File: config.mk
export PLATFORM = sky130hd
export DESIGN_NAME = php_port
export DESIGN_NICKNAME = d
export VERILOG_FILES = /design/src/logic/php_pkg.sv /design/src/logic/php_flag_if.sv /design/src/logic/php_flag_sync.sv /design/src/logic/php_port.sv
export SDC_FILE = /design/constraint.sdc
export NUM_CORES = 1
export LEC_CHECK = 0
export ABC_CLOCK_PERIOD_IN_PS = 2900
export BUFFER_PORTS_ARGS = -buffer_cell sky130_fd_sc_hd__buf_2
export CAP_MARGIN = 10
export CORE_UTILIZATION = 44
export CTS_CLUSTER_DIAMETER = 200
export DETAILED_ROUTE_END_ITERATION = 12
export HOLD_SLACK_MARGIN = 0.05
export SYNTH_ARGS = -nofsm -noshare
export SYNTH_HDL_FRONTEND = slang
export SYNTH_SLANG_ARGS = --single-unit
File: constraint.sdc
create_clock -name clk -period 2.9 [get_ports clk]
set_clock_uncertainty 0.05 [all_clocks]
set_input_delay 0.435 -clock clk [delete_from_list [all_inputs] [get_ports clk]]
set_output_delay 0.435 -clock clk [all_outputs]
set_load 0.05 [all_outputs]
File: src/logic/php_pkg.sv
// Package of constants and types for the parallel handshake port.
package php_pkg;

  // -------------------------------------------------------------------------
  // Register map (APB byte addresses)
  // -------------------------------------------------------------------------
  localparam logic [7:0] CTRL_ADDR   = 8'h00;
  localparam logic [7:0] STAT_ADDR   = 8'h04;
  localparam logic [7:0] DOUT_ADDR   = 8'h08;
  localparam logic [7:0] DIN_ADDR    = 8'h0c;
  localparam logic [7:0] DLY_ADDR    = 8'h10;
  localparam logic [7:0] XFER_ADDR   = 8'h14;
  localparam logic [7:0] WORD_ADDR   = 8'h18;

  // -------------------------------------------------------------------------
  // Control register fields
  // -------------------------------------------------------------------------
  localparam int CTRL_FULL_BIT   = 0;
  localparam int CTRL_FINV_BIT   = 1;
  localparam int CTRL_FALL_BIT   = 2;
  localparam int CTRL_WORD_BIT   = 3;
  localparam int CTRL_DINV_BIT   = 4;
  localparam int CTRL_IEN_BIT    = 5;
  localparam int CTRL_AUXA_BIT   = 6;
  localparam int CTRL_AUXB_BIT   = 7;
  localparam int CTRL_CLR_BIT    = 8;
  localparam int CTRL_RST_BIT    = 9;
  localparam int CTRL_WIDTH      = 9;
  localparam logic [CTRL_WIDTH-1:0] CTRL_RESET = 9'h000;

  // Transfer command register fields.
  localparam int XFER_DIR_BIT    = 0;

  // Status register fields.
  localparam int STAT_BUSY_BIT   = 0;
  localparam int STAT_REQ_BIT    = 1;
  localparam int STAT_FLAG_BIT   = 2;
  localparam int STAT_DONE_BIT   = 3;
  localparam int STAT_RST_BIT    = 4;

  // -------------------------------------------------------------------------
  // Timing
  // -------------------------------------------------------------------------
  localparam int CLK_HZ          = 20_000_000;
  localparam int RESET_PULSE_US  = 15;
  localparam int RESET_PULSE_CYC = (RESET_PULSE_US * CLK_HZ + 999_999) / 1_000_000;
  localparam int DLY_WIDTH       = 16;
  localparam logic [DLY_WIDTH-1:0] DLY_RESET = 16'h0004;
  localparam int DATA_WIDTH      = 16;

  // -------------------------------------------------------------------------
  // Types
  // -------------------------------------------------------------------------
  typedef enum logic [2:0] {
    ST_IDLE,
    ST_WAITRDY,
    ST_DELAY,
    ST_REQ,
    ST_LOWBYTE
  } php_state_t;

endpackage

File: src/logic/php_flag_if.sv
// Interface carrying the conditioned peripheral flag between modules.
`timescale 1ns/1ps
interface php_flag_if;
  logic flagLevel;
  logic riseToReady;
  logic fallToBusy;

  modport src
  (
    output flagLevel,
    output riseToReady,
    output fallToBusy
  );
  modport dst
  (
    input flagLevel,
    input riseToReady,
    input fallToBusy
  );
endinterface

File: src/logic/php_flag_sync.sv
// Flag synchroniser and edge detector for the peripheral flag line.
`timescale 1ns/1ps
module php_flag_sync
(
  input  wire logic  clk,
  input  wire logic  rstn,
  input  wire logic  peripheral_flag_line,
  input  wire logic  invertFlag,
  php_flag_if.src    flag
);

  typedef struct packed {
    logic meta;
    logic sync;
    logic last;
  } php_sync_t;

  php_sync_t s_r;
  php_sync_t s_nxt;

  // The first stage feeds only the second; edges use the settled copies.
  always_comb
  begin
    s_nxt      = s_r;
    s_nxt.meta = peripheral_flag_line;
    s_nxt.sync = s_r.meta;
    s_nxt.last = s_r.sync;
  end

  always_ff @(posedge clk)
  begin
    if (!rstn)
    begin
      s_r <= '0;
    end
    else
    begin
      s_r <= s_nxt;
    end
  end

  // High on the line means Ready unless the sense is inverted.
  assign flag.flagLevel   = s_r.sync ^ invertFlag;
  assign flag.riseToReady = (s_r.sync ^ invertFlag) & ~(s_r.last ^ invertFlag);
  assign flag.fallToBusy  = ~(s_r.sync ^ invertFlag) & (s_r.last ^ invertFlag);

endmodule

File: src/logic/php_port.sv
// Parallel handshake port with APB register access.
//
// Added by the designer: the register offsets and register access over APB.
`timescale 1ns/1ps

// Notes on behaviour
// - Pulse output starts without checking flag.
// - Wait request delay before raising request.
// - Ready pulses: pulse normal or full inverted.
// - Output data stable while request set.
// - Busy edge clears request; no flag check.
// - Enter: direction high, then request immediately.
// - Reset at power-on, key, software.
// - Peripheral reset pulse low at least 15 us.
// - Reset clears the request line.
// - Reset zeroes data-out only if option set; power-on reset zeroes it always.
// - Reset clears the interrupt enable.
// - Reset keeps aux outputs and direction; software reset sets aux from its CTRL write; power-on reset clears both.
// - Byte mode sends high byte first.
// - Byte output on low lane, high zero.
// - Byte enter uses low lane only.
// - Word format or direct register moves 16 bits.
// - Data polarity selectable high or low true.
// - Fall source latches on Busy edge.
// - Rise source latches on Ready edge.
// - Full mode waits request clear and Ready.
module php_port
(
  input  wire logic        clk,
  input  wire logic        rstn,
  input  wire logic        resetKey,
  input  wire logic        clearOptionFitted,
  input  wire logic        psel,
  input  wire logic        penable,
  input  wire logic        pwrite,
  input  wire logic [7:0]  paddr,
  input  wire logic [31:0] pwdata,
  output logic      [31:0] prdata,
  output logic             pready,
  output logic             pslverr,
  input  wire logic        peripheral_flag_line,
  input  wire logic [15:0] dataIn,
  output logic      [15:0] dataOut,
  output logic             transfer_request_line,
  output logic             directionLine,
  output logic             aux_control_out_a,
  output logic             aux_control_out_b,
  output logic             periphResetN,
  output logic             intEnable
);

  // -------------------------------------------------------------------------
  // State
  // -------------------------------------------------------------------------
  typedef struct packed {
    php_pkg::php_state_t        state;
    logic [php_pkg::CTRL_WIDTH-1:0] ctrl;
    logic [php_pkg::DLY_WIDTH-1:0]  dly;
    logic [php_pkg::DLY_WIDTH-1:0]  cnt;
    logic [15:0]                wordBuf;
    logic                       isEnter;
    logic                       wordXfer;
    logic [15:0]                dinReg;
    logic                       done;
    logic [9:0]                 rstCnt;
    logic [31:0]                rdata;
    logic                       ready;
    logic                       err;
    logic [15:0]                dout;
    logic                       req;
    logic                       dir;
    logic                       auxA;
    logic                       auxB;
    logic                       presetN;
  } php_port_t;

  php_port_t r_r;
  php_port_t r_nxt;

  php_flag_if flagBus();

  // Flag conditioning; the inverted sense serves full mode with Ready pulses.
  php_flag_sync u_sync
  (
    .clk                  (clk),
    .rstn                 (rstn),
    .peripheral_flag_line (peripheral_flag_line),
    .invertFlag           (r_r.ctrl[php_pkg::CTRL_FINV_BIT]),
    .flag                 (flagBus.src)
  );

  logic        fullMode;
  logic        fallSrc;
  logic        dataInv;
  logic        setup;
  logic        access;
  logic        wrIf;
  logic        swReset;
  logic [15:0] dinTrue;

  assign fullMode = r_r.ctrl[php_pkg::CTRL_FULL_BIT];
  assign fallSrc  = r_r.ctrl[php_pkg::CTRL_FALL_BIT];
  assign dataInv  = r_r.ctrl[php_pkg::CTRL_DINV_BIT];
  assign setup    = psel & ~penable;
  assign access   = psel & penable & ~r_r.ready; // Each transfer acts once.
  assign wrIf     = access & pwrite;
  assign swReset  = wrIf && paddr == php_pkg::CTRL_ADDR && pwdata[php_pkg::CTRL_RST_BIT];
  // Data lines read through the selected polarity.
  assign dinTrue  = dataInv ? ~dataIn : dataIn;

  // -------------------------------------------------------------------------
  // Next-state logic
  // -------------------------------------------------------------------------
  always_comb
  begin
    r_nxt       = r_r;
    r_nxt.ready = 1'b0;
    r_nxt.err   = 1'b0;

    // Handshake sequencer.
    unique case (r_r.state)
      php_pkg::ST_IDLE:
      begin
      end
      php_pkg::ST_WAITRDY:
      begin
        // Full mode waits for a clear request and a Ready flag.
        if (!r_r.req && flagBus.flagLevel)
        begin
          r_nxt.state = r_r.isEnter ? php_pkg::ST_REQ : php_pkg::ST_DELAY;
          r_nxt.req   = r_r.isEnter;
          r_nxt.cnt   = r_r.dly;
        end
      end
      php_pkg::ST_DELAY:
      begin
        // Data is on the lines; hold off the request for the set delay.
        if (r_r.cnt == '0)
        begin
          r_nxt.req   = 1'b1;
          r_nxt.state = php_pkg::ST_REQ;
        end
        else
        begin
          r_nxt.cnt = r_r.cnt - 1'b1;
        end
      end
      php_pkg::ST_REQ:
      begin
        // Output data is untouched while the request stands.
        if (r_r.isEnter && fallSrc && flagBus.fallToBusy)
        begin
          r_nxt.dinReg = r_r.wordXfer ? dinTrue : {8'h00, dinTrue[7:0]};
        end
        if (r_r.isEnter && !fallSrc && flagBus.riseToReady)
        begin
          r_nxt.dinReg = r_r.wordXfer ? dinTrue : {8'h00, dinTrue[7:0]};
        end
        // The Busy edge ends the request.
        if (flagBus.fallToBusy)
        begin
          r_nxt.req = 1'b0;
          if (!r_r.isEnter && !r_r.wordXfer && !r_r.done)
          begin
            r_nxt.state = php_pkg::ST_LOWBYTE;
          end
          else
          begin
            r_nxt.state = php_pkg::ST_IDLE;
            r_nxt.done  = 1'b1;
          end
        end
      end
      php_pkg::ST_LOWBYTE:
      begin
        // Second byte of a word: low byte follows the high byte.
        r_nxt.dout  = {8'h00, r_r.wordBuf[7:0]} ^ {16{dataInv}};
        r_nxt.cnt   = r_r.dly;
        r_nxt.state = fullMode ? php_pkg::ST_WAITRDY : php_pkg::ST_DELAY;
        r_nxt.done  = 1'b1;
        r_nxt.isEnter = 1'b0;
      end
      default:
      begin
        r_nxt.state = php_pkg::ST_IDLE;
      end
    endcase

    // APB register access, decoded in the first access cycle; pready rises the cycle after.
    if (access)
    begin
      r_nxt.ready = 1'b1;
      r_nxt.rdata = 32'h0000_0000;
      unique case (paddr)
        php_pkg::CTRL_ADDR:
        begin
          r_nxt.rdata[php_pkg::CTRL_WIDTH-1:0] = r_r.ctrl;
          if (pwrite)
          begin
            r_nxt.ctrl = pwdata[php_pkg::CTRL_WIDTH-1:0];
            r_nxt.auxA = pwdata[php_pkg::CTRL_AUXA_BIT];
            r_nxt.auxB = pwdata[php_pkg::CTRL_AUXB_BIT];
          end
        end
        php_pkg::STAT_ADDR:
        begin
          r_nxt.rdata[php_pkg::STAT_BUSY_BIT] = r_r.state != php_pkg::ST_IDLE;
          r_nxt.rdata[php_pkg::STAT_REQ_BIT]  = r_r.req;
          r_nxt.rdata[php_pkg::STAT_FLAG_BIT] = flagBus.flagLevel;
          r_nxt.rdata[php_pkg::STAT_DONE_BIT] = r_r.done;
          r_nxt.rdata[php_pkg::STAT_RST_BIT]  = r_r.rstCnt != '0;
        end
        php_pkg::DOUT_ADDR:
        begin
          r_nxt.rdata[15:0] = r_r.dout;
        end
        php_pkg::DIN_ADDR:
        begin
          r_nxt.rdata[15:0] = r_r.dinReg;
        end
        php_pkg::DLY_ADDR:
        begin
          r_nxt.rdata[php_pkg::DLY_WIDTH-1:0] = r_r.dly;
          if (pwrite)
          begin
            r_nxt.dly = pwdata[php_pkg::DLY_WIDTH-1:0];
          end
        end
        php_pkg::XFER_ADDR:
        begin
          // A write starts a handshake when idle and the reset pulse has ended; otherwise it is refused.
          if (pwrite && r_r.state == php_pkg::ST_IDLE && r_r.rstCnt == '0)
          begin
            r_nxt.isEnter  = pwdata[php_pkg::XFER_DIR_BIT];
            r_nxt.wordXfer = r_r.ctrl[php_pkg::CTRL_WORD_BIT];
            r_nxt.wordBuf  = pwdata[31:16];
            r_nxt.done     = 1'b0;
            r_nxt.cnt      = r_r.dly;
            r_nxt.dir      = pwdata[php_pkg::XFER_DIR_BIT];
            if (!pwdata[php_pkg::XFER_DIR_BIT])
            begin
              // Word, or high byte first in byte mode.
              r_nxt.dout = (r_r.ctrl[php_pkg::CTRL_WORD_BIT] ? pwdata[31:16]
                           : {8'h00, pwdata[31:24]}) ^ {16{dataInv}};
              r_nxt.state = fullMode ? php_pkg::ST_WAITRDY : php_pkg::ST_DELAY;
            end
            else if (fullMode)
            begin
              r_nxt.state = php_pkg::ST_WAITRDY;
            end
            else
            begin
              // Direction settles one cycle before the request rises.
              r_nxt.cnt   = '0;
              r_nxt.state = php_pkg::ST_DELAY;
            end
          end
          else if (pwrite)
          begin
            r_nxt.err = 1'b1;
          end
        end
        php_pkg::WORD_ADDR:
        begin
          // Direct word access moves 16 bits with no handshake.
          r_nxt.rdata[15:0] = dinTrue;
          r_nxt.dir = ~pwrite;
          if (pwrite && r_r.state == php_pkg::ST_IDLE)
          begin
            r_nxt.dout = pwdata[15:0] ^ {16{dataInv}};
          end
        end
        default:
        begin
          r_nxt.err = 1'b1;
        end
      endcase
    end

    // Reset pulse counter.
    if (r_r.rstCnt != '0)
    begin
      r_nxt.rstCnt = r_r.rstCnt - 1'b1;
    end
    r_nxt.presetN = (r_nxt.rstCnt == '0);

    // Interface reset from the key or software; direction kept; aux lines kept by the key, set from the CTRL write by software.
    if (resetKey || swReset)
    begin
      r_nxt.rstCnt  = 10'(php_pkg::RESET_PULSE_CYC);
      r_nxt.presetN = 1'b0;
      r_nxt.req     = 1'b0;
      r_nxt.state   = php_pkg::ST_IDLE;
      r_nxt.ctrl[php_pkg::CTRL_IEN_BIT] = 1'b0;
      if (clearOptionFitted)
      begin
        r_nxt.dout = 16'h0000;
      end
    end
  end

  // Power-on reset also runs the full interface reset pulse.
  always_ff @(posedge clk)
  begin
    if (!rstn)
    begin
      r_r         <= '0;
      r_r.state   <= php_pkg::ST_IDLE;
      r_r.ctrl    <= php_pkg::CTRL_RESET;
      r_r.dly     <= php_pkg::DLY_RESET;
      r_r.rstCnt  <= 10'(php_pkg::RESET_PULSE_CYC);
    end
    else
    begin
      r_r <= r_nxt;
    end
  end

  // -------------------------------------------------------------------------
  // Outputs
  // -------------------------------------------------------------------------
  assign prdata                = r_r.rdata;
  assign pready                = r_r.ready;
  assign pslverr               = r_r.err;
  assign dataOut               = r_r.dout;
  assign transfer_request_line = r_r.req;
  assign directionLine         = r_r.dir;
  assign aux_control_out_a     = r_r.auxA;
  assign aux_control_out_b     = r_r.auxB;
  assign periphResetN          = r_r.presetN;
  assign intEnable             = r_r.ctrl[php_pkg::CTRL_IEN_BIT];

  logic unusedSetup;
  assign unusedSetup = setup;

endmodule

; ---- Word level (Yosys, flattened, before mapping)
; Cells that the tools add are included.
; W data, S select, Z words.
[classes]
add_sub_neg = 2
mux = 54
n_eq_ne = 14
n_bitwise = 16
n_reduce_logical = 36
[ops]
columns = cell, n
row1 = $mux W16, 16
row2 = $mux W34, 2
row3 = $mux W62, 1
row4 = $pmux W16 S3, 1
row5 = $pmux W16 S2, 1
row6 = $xor A16 B16 Y16, 2
row7 = $pmux W5 S6, 1
row8 = $pmux W7 S4, 1
row9 = $eq A8 B5 Y1 const B, 3
row10 = $logic_not A10 Y1, 2
row11 = $pmux W4 S5, 1
row12 = $mux W18, 1
row13 = $mux W3, 6
row14 = $mux W9, 2
row15 = $mux W17, 1
row16 = $eq A8 B4 Y1 const B, 2
row17 = $logic_not A16 Y1, 1
row18 = $not A16 Y16, 1
row19 = $sub A16 B1 Y16 const B, 1
row20 = $xor A8 B16 Y16, 1
row21 = $pmux W3 S5, 1
row22 = $mux W1, 13
row23 = $reduce_and A3 Y1, 4
row24 = $logic_and A1 B1 Y1, 11
row25 = 24 further kinds, 46
[word_totals]
elab_cells = 145
out_inout_bits = 56
ff_bits = 131
in_bits = 64

; ---- Logic depth before layout (Yosys ltp)
[logic_depth]
word_depth = 9
ltp_mapped = 9
ltp_nobuf = 7

; ---- Modules after synthesis
; From an unflattened synthesis, not the netlist that was laid out.
[hier_totals]
cells_unflattened = 965
hier_area_um2 = 7452.1
[by_module_without_submodules]
columns = mod, seq_area_each_um2, instances, cells_per_inst, area_each_um2
row1 = php_port, 2362.3, 1, 952, 7330.8
row2 = php_flag_sync, 60.1, 1, 13, 121.4

; ---- Least setup slack after synthesis
; OpenSTA, ideal clock, no wires.
[synth_timing]
kind = reg-to-reg
startpoint = register r_r[55] in the netlist's numbering
endpoint = register r_r[83] in the netlist's numbering
path_buffers = 2
setup_ps = 132
synth_period_minus_slack_ps = 2212
stages_incl_launch_ff = 10
slack_ps = 688
t_required_ps = 2718
t_arrival_ps = 2030
path_cell_list = dfxtp_1 inv_1 ha_1 nor4b_2 nand3_1 or4_1 buf_2 clkbuf_1 nand3_1 a21oi_1
[synth_between]
elab_chain_len = 5
[synth_lines]
columns = item, line
row1 = from (decl), php_port.sv:77  ; php_port_t r_r;
row2 = from (signal assigned), php_port.sv:315  ; r_r <= r_nxt;
row3 = $logic_not A10 Y1, php_port.sv:232  ; if (pwrite && r_r.state == php_pkg::ST_IDLE && r_r.rstCnt == '0)
row4 = $logic_and A1 B1 Y1, php_port.sv:232
row5 = $mux W34, php_port.sv:232
row6 = $mux W34, php_port.sv:194  ; unique case (paddr)
row7 = $mux W62, php_port.sv:190  ; if (access)
; Every way passes these cells.
; A chain may end at the register's enable or synchronous reset.

; ---- Worst setup path after layout
[layout_timing]
startpoint = register r_r[55] in the netlist's numbering
endpoint = register r_r, in the netlist periphResetN
[layout_between]
elab_chain_len = 3
elab_cells_between_ends = 4
classes_between = 1 x add/sub / 1 x mux / 2 x reduce/logical
[layout_lines]
columns = item, line
row1 = $sub A10 B1 Y10 or $reduce_bool A10 Y1 (tied branches), "php_port.sv:283, php_port.sv:281"
row2 = $mux W10 *, php_port.sv:281  ; if (r_r.rstCnt != '0)
row3 = $logic_not A10 Y1 *, php_port.sv:285  ; r_nxt.presetN = (r_nxt.rstCnt == '0);
; Every way passes the cells marked *; elsewhere a longest branch is shown, timed or not.

==> impl_table.tex <==
\begin{tabular}{lr}
\hline
Metric & Value \\
\hline
\multicolumn{2}{l}{\textbf{Floorplanning}} \\
IO Count & 120 \\
Floorplan die area & around 18000 um2 \\
Die X & around 130 um \\
Die boundary height & roughly 130 um \\
Rows & 47 \\
Placeable Area & approximately 17000 um2 \\
Starting density of the core & 0.4564 \\
\multicolumn{2}{l}{\textbf{Clock tree}} \\
CTS Hold Bufs & 0 \\
CTS tree & yes \\
Root Driver & clkbuf\_16 \\
Number of buffers inserted to repair setup after CTS & 0 \\
Resized cells post-CTS & 0 \\
Cts bufs inserted & 17 \\
Total clock sinks & roughly 120 \\
Post-CTS clock slew at the launch and capture registers of the worst setup and hold paths & approximately 0.060 ns \\
Deepest level of the CTS H-tree & 4 \\
Max Root-Sink Buffers & 2 \\
Clk Latency, worst-skew pair & roughly 0.43 ns \\
\multicolumn{2}{l}{\textbf{Global routing}} \\
Maximum number of pins on one net before global-route repair & between 50 and 60 \\
Antenna violations before repair & 0 \\
Overall overflow remaining after global route & 0 \\
Via count of the first global-routing pass & between 6000 and 7000 \\
Global-route usage over all layers & 0.2763 \\
Global-route wire length before repair & approximately 38000 um \\
\multicolumn{2}{l}{\textbf{Detailed routing}} \\
DRC viols & 0 \\
Vias per Instance & 5.806 \\
Routed length per instance & between 15 and 20 um \\
Residual antenna-violating net count after detailed routing & 0 \\
Detailed-route wire length & $\sim$24000 um \\
Via count & between 7000 and 8000 \\
Violation count after the first detailed-routing iteration & roughly 560 \\
First-pass DRT Iterations & 7 \\
\multicolumn{2}{l}{\textbf{Power and ir drop}} \\
Internal power component & around 3.0 mW \\
Clock network fraction of design power & 0.503 \\
Sequential power share & 0.412 \\
Net load switching power & around 1.1 mW \\
Worst-case vdd ir drop & about 0.43 mV \\
Static leakage & around 3.5 nW \\
Proportion of total power due to net switching & 0.2745 \\
Pwr Density & about 470 nW/um2 \\
Relative contribution of combinational cells to total power & 0.085 \\
\multicolumn{2}{l}{\textbf{STA}} \\
Worst rel slew slack & 0.4287 \\
Final hold viol count & 0 \\
Post-route fraction of the period consumed by the critical path & 0.8563 \\
Final critical path time including I/O delays and setup & roughly 2.5 ns \\
Count of final setup violators & 0 \\
Unrepaired setup endpoints after global routing & no \\
Setup TNS & 0 ns \\
Final-report max-slew violation count & 0 \\
Fmax & 402.7 MHz \\
Slew of the pin with the lowest slew margin & 0.8557 ns \\
\multicolumn{2}{l}{\textbf{Worst setup path}} \\
Data required time of the critical path & approximately 3.1 ns \\
Category of the worst setup path capture point & flop \\
Cell type of the slowest stage on the worst timing path & or4b\_1 \\
Startpoint-to-endpoint class of the critical path & reg2reg \\
Arrival time worst endpoint & roughly 2.7 ns \\
Biggest cell delay along the critical path & around 0.52 ns \\
Worst-path maximum fanout & 6 \\
Critical path launch point type & flop \\
CP Cell Sequence & inv\_1 > ha\_1 > or4b\_1 > nor3\_2 > nor3\_1 > a211o\_1 > a2111oi\_0 \\
\multicolumn{2}{l}{\textbf{Placement}} \\
Number of port buffers & 103 \\
Cell Area, Placed & just over 8000 um2 \\
Routability congestion estimate & about 0.9 \\
Detailed placer's ending HPWL & 18040 um \\
\multicolumn{2}{l}{\textbf{Hold path}} \\
Worst hold path class & in2reg \\
\multicolumn{2}{l}{\textbf{Final layout}} \\
Most used cells in the layout excluding fill and tap cells & 152 x nand2\_1, 120 x dfxtp\_1, 103 x buf\_2 \\
Most common cell after layout, fill and taps aside & nand2\_1 \\
Area Growth Syn to Fin & 13.46\% \\
Layout cells sized above 1 & 0.1971 \\
Ant. Diodes & 0 \\
Post-layout nets & about 1100 \\
Finished layout cell area & 8680 um2 \\
Fillers & approximately 1700 \\
\multicolumn{2}{l}{\textbf{Synthesis}} \\
Unique cell type count in the Yosys netlist & 81 \\
Number of instances in the synthesized netlist & 969 \\
Flops \& latches, synth & between 100 and 150 \\
Predominant post-synthesis flop cell & dfxtp\_1 \\
Mean instance size in the synthesized netlist & between 7 and 8 um2 \\
Synth Warn \# & 0 \\
Number of synthesized flops with an enable pin & 0 \\
Asr flop ratio synth & 0 \\
Fraction of the yosys area taken by sequential cells & 0.3167 \\
Netlist area before placement & $\sim$7600 um2 \\
\multicolumn{2}{l}{\textbf{Status}} \\
Result of the run & finished clean \\
\multicolumn{2}{l}{\textbf{Run}} \\
Max Cap Violations & 0 \\
\hline
\end{tabular}
-- layer usage --
layer	vias up	global-route usage	wire length, um
li1	3528	-	-
met1	3396	0.3778	11070
met2	308	0.4266	10800
met3	54	0.05329	1595
met4	0	0.1098	777
met5	-	0	0
-- critical path, delay by kind of cell (launching register included) --
family | cells | cell delay, ns
AOI/OAI and AO/OA | 2 | 0.77
adders and majority gates | 1 | 0.22
buffers and inverters | 1 | 0.12
DFF | 1 | 0.35
and+or+nand+nor | 3 | 0.82
-- metrics by stage --
stage | utilization | hold WS, ns | worst slack [ns] | cells | total power, mW
after floorplan | - | 0.3619 | 0.6875 | 984 | 1.969
after global placement | 0.4838 | 0.3653 | 0.2948 | 1223 | 2.068
after detailed placement | 0.4838 | 0.3731 | 0.2684 | 1223 | 2.067
after CTS | 0.5179 | 0.1544 | 0.4070 | 1255 | 4.113
after global routing | 0.5179 | 0.1530 | 0.2805 | 1255 | 4.219
final | 0.5179 | 0.1665 | 0.4167 | 1255 | 4.097
-- cell type report --
| class | instances | area (um2) | share of cell area |
|---|---|---|---|
| clock buffers | 17 | 425.4 | 0.04901 |
| repair buffers | 138 | 778.2 | 0.08966 |
| multi-input cells | 722 | 4547 | 0.5239 |
| inverters | 22 | 82.58 | 0.009514 |
| flip-flops and latches | 121 | 2426 | 0.2795 |
| well taps | 220 | 275.3 | 0.03171 |
| clock inverters | 15 | 145.1 | 0.01672 |
-- power groups by stage --
stage	Sequential (mW)	Combinational [mW]	Clock (mW)
final	1.69	0.349	2.06
after floorplan	1.72	0.247	0
after global routing	1.69	0.374	2.16
after CTS	1.69	0.346	2.08
after detailed placement	1.72	0.344	0
after global placement	1.72	0.345	0
-- Yosys cell counts, types with 4 or more instances --
library cell / count / area share
or4_1: 8 / 0.0079
and2_1: 7 / 0.0057
nor3b_1: 4 / 0.0039
o2bb2ai_1: 4 / 0.0046
nor3_1: 19 / 0.012
a22o_1: 4 / 0.0046
o22ai_1: 6 / 0.0049
buf_2: 21 / 0.014
clkbuf_1: 44 / 0.022
mux2i_1: 44 / 0.058
o311ai_0: 4 / 0.0046
nand2b_1: 5 / 0.0041
a21oi_1: 76 / 0.050
a31oi_1: 19 / 0.016
or3_1: 8 / 0.0065
o2111ai_1: 4 / 0.0046
buf_4: 50 / 0.049
a221oi_1: 9 / 0.010
a211oi_1: 10 / 0.0098
inv_1: 22 / 0.011
xnor2_1: 25 / 0.029
nor2b_1: 5 / 0.0041
o211ai_1: 26 / 0.026
nand3_1: 29 / 0.019
a22oi_1: 5 / 0.0049
o21ai_0: 42 / 0.027
mux2_2: 6 / 0.0088
nand4_1: 7 / 0.0057
nand2_1: 152 / 0.075
nor4_1: 9 / 0.0074
nand3b_1: 6 / 0.0059
xor2_1: 36 / 0.041
nor2_1: 52 / 0.026
or3b_2: 4 / 0.0046
dfxtp_1: 121 / 0.32
-- final timing paths --
path | from | end | slack [ns] | cells past startpoint
worst min register to register | u_sync.s_nxt[1] | u_sync.s_nxt[0] | 0.39 | 1
worst max register to register | r_r[55] | periphResetN | 0.42 | 7
worst max-delay path | r_r[55] | periphResetN | 0.42 | 7
worst min-delay path | peripheral_flag_line | u_sync.s_nxt[1] | 0.17 | 2
-- sequential cells by signal, indices dropped and copies added, names as in the netlist --
name and flops:
transfer_request_line 1, periphResetN 1, dataOut 16, directionLine 1, pready 1, prdata 16
dataInv 1, fallSrc 1, pslverr 1, intEnable 1, u_sync.s_r 1, r_r 77
fullMode 1, u_sync.s_nxt 2
-- logic make-up after synthesis --
kind of cell	share of synthesized area
muxes	0.07229
buffers and inverters	0.09814
DFF	0.3166
xor gates and xnor gates	0.06984
AOI/OAI and AO/OA	0.2079
and+or+nand+nor	0.2298
adders and majority gates	0.004907
other	0.0004902
Power figures use the tool's default switching activity.
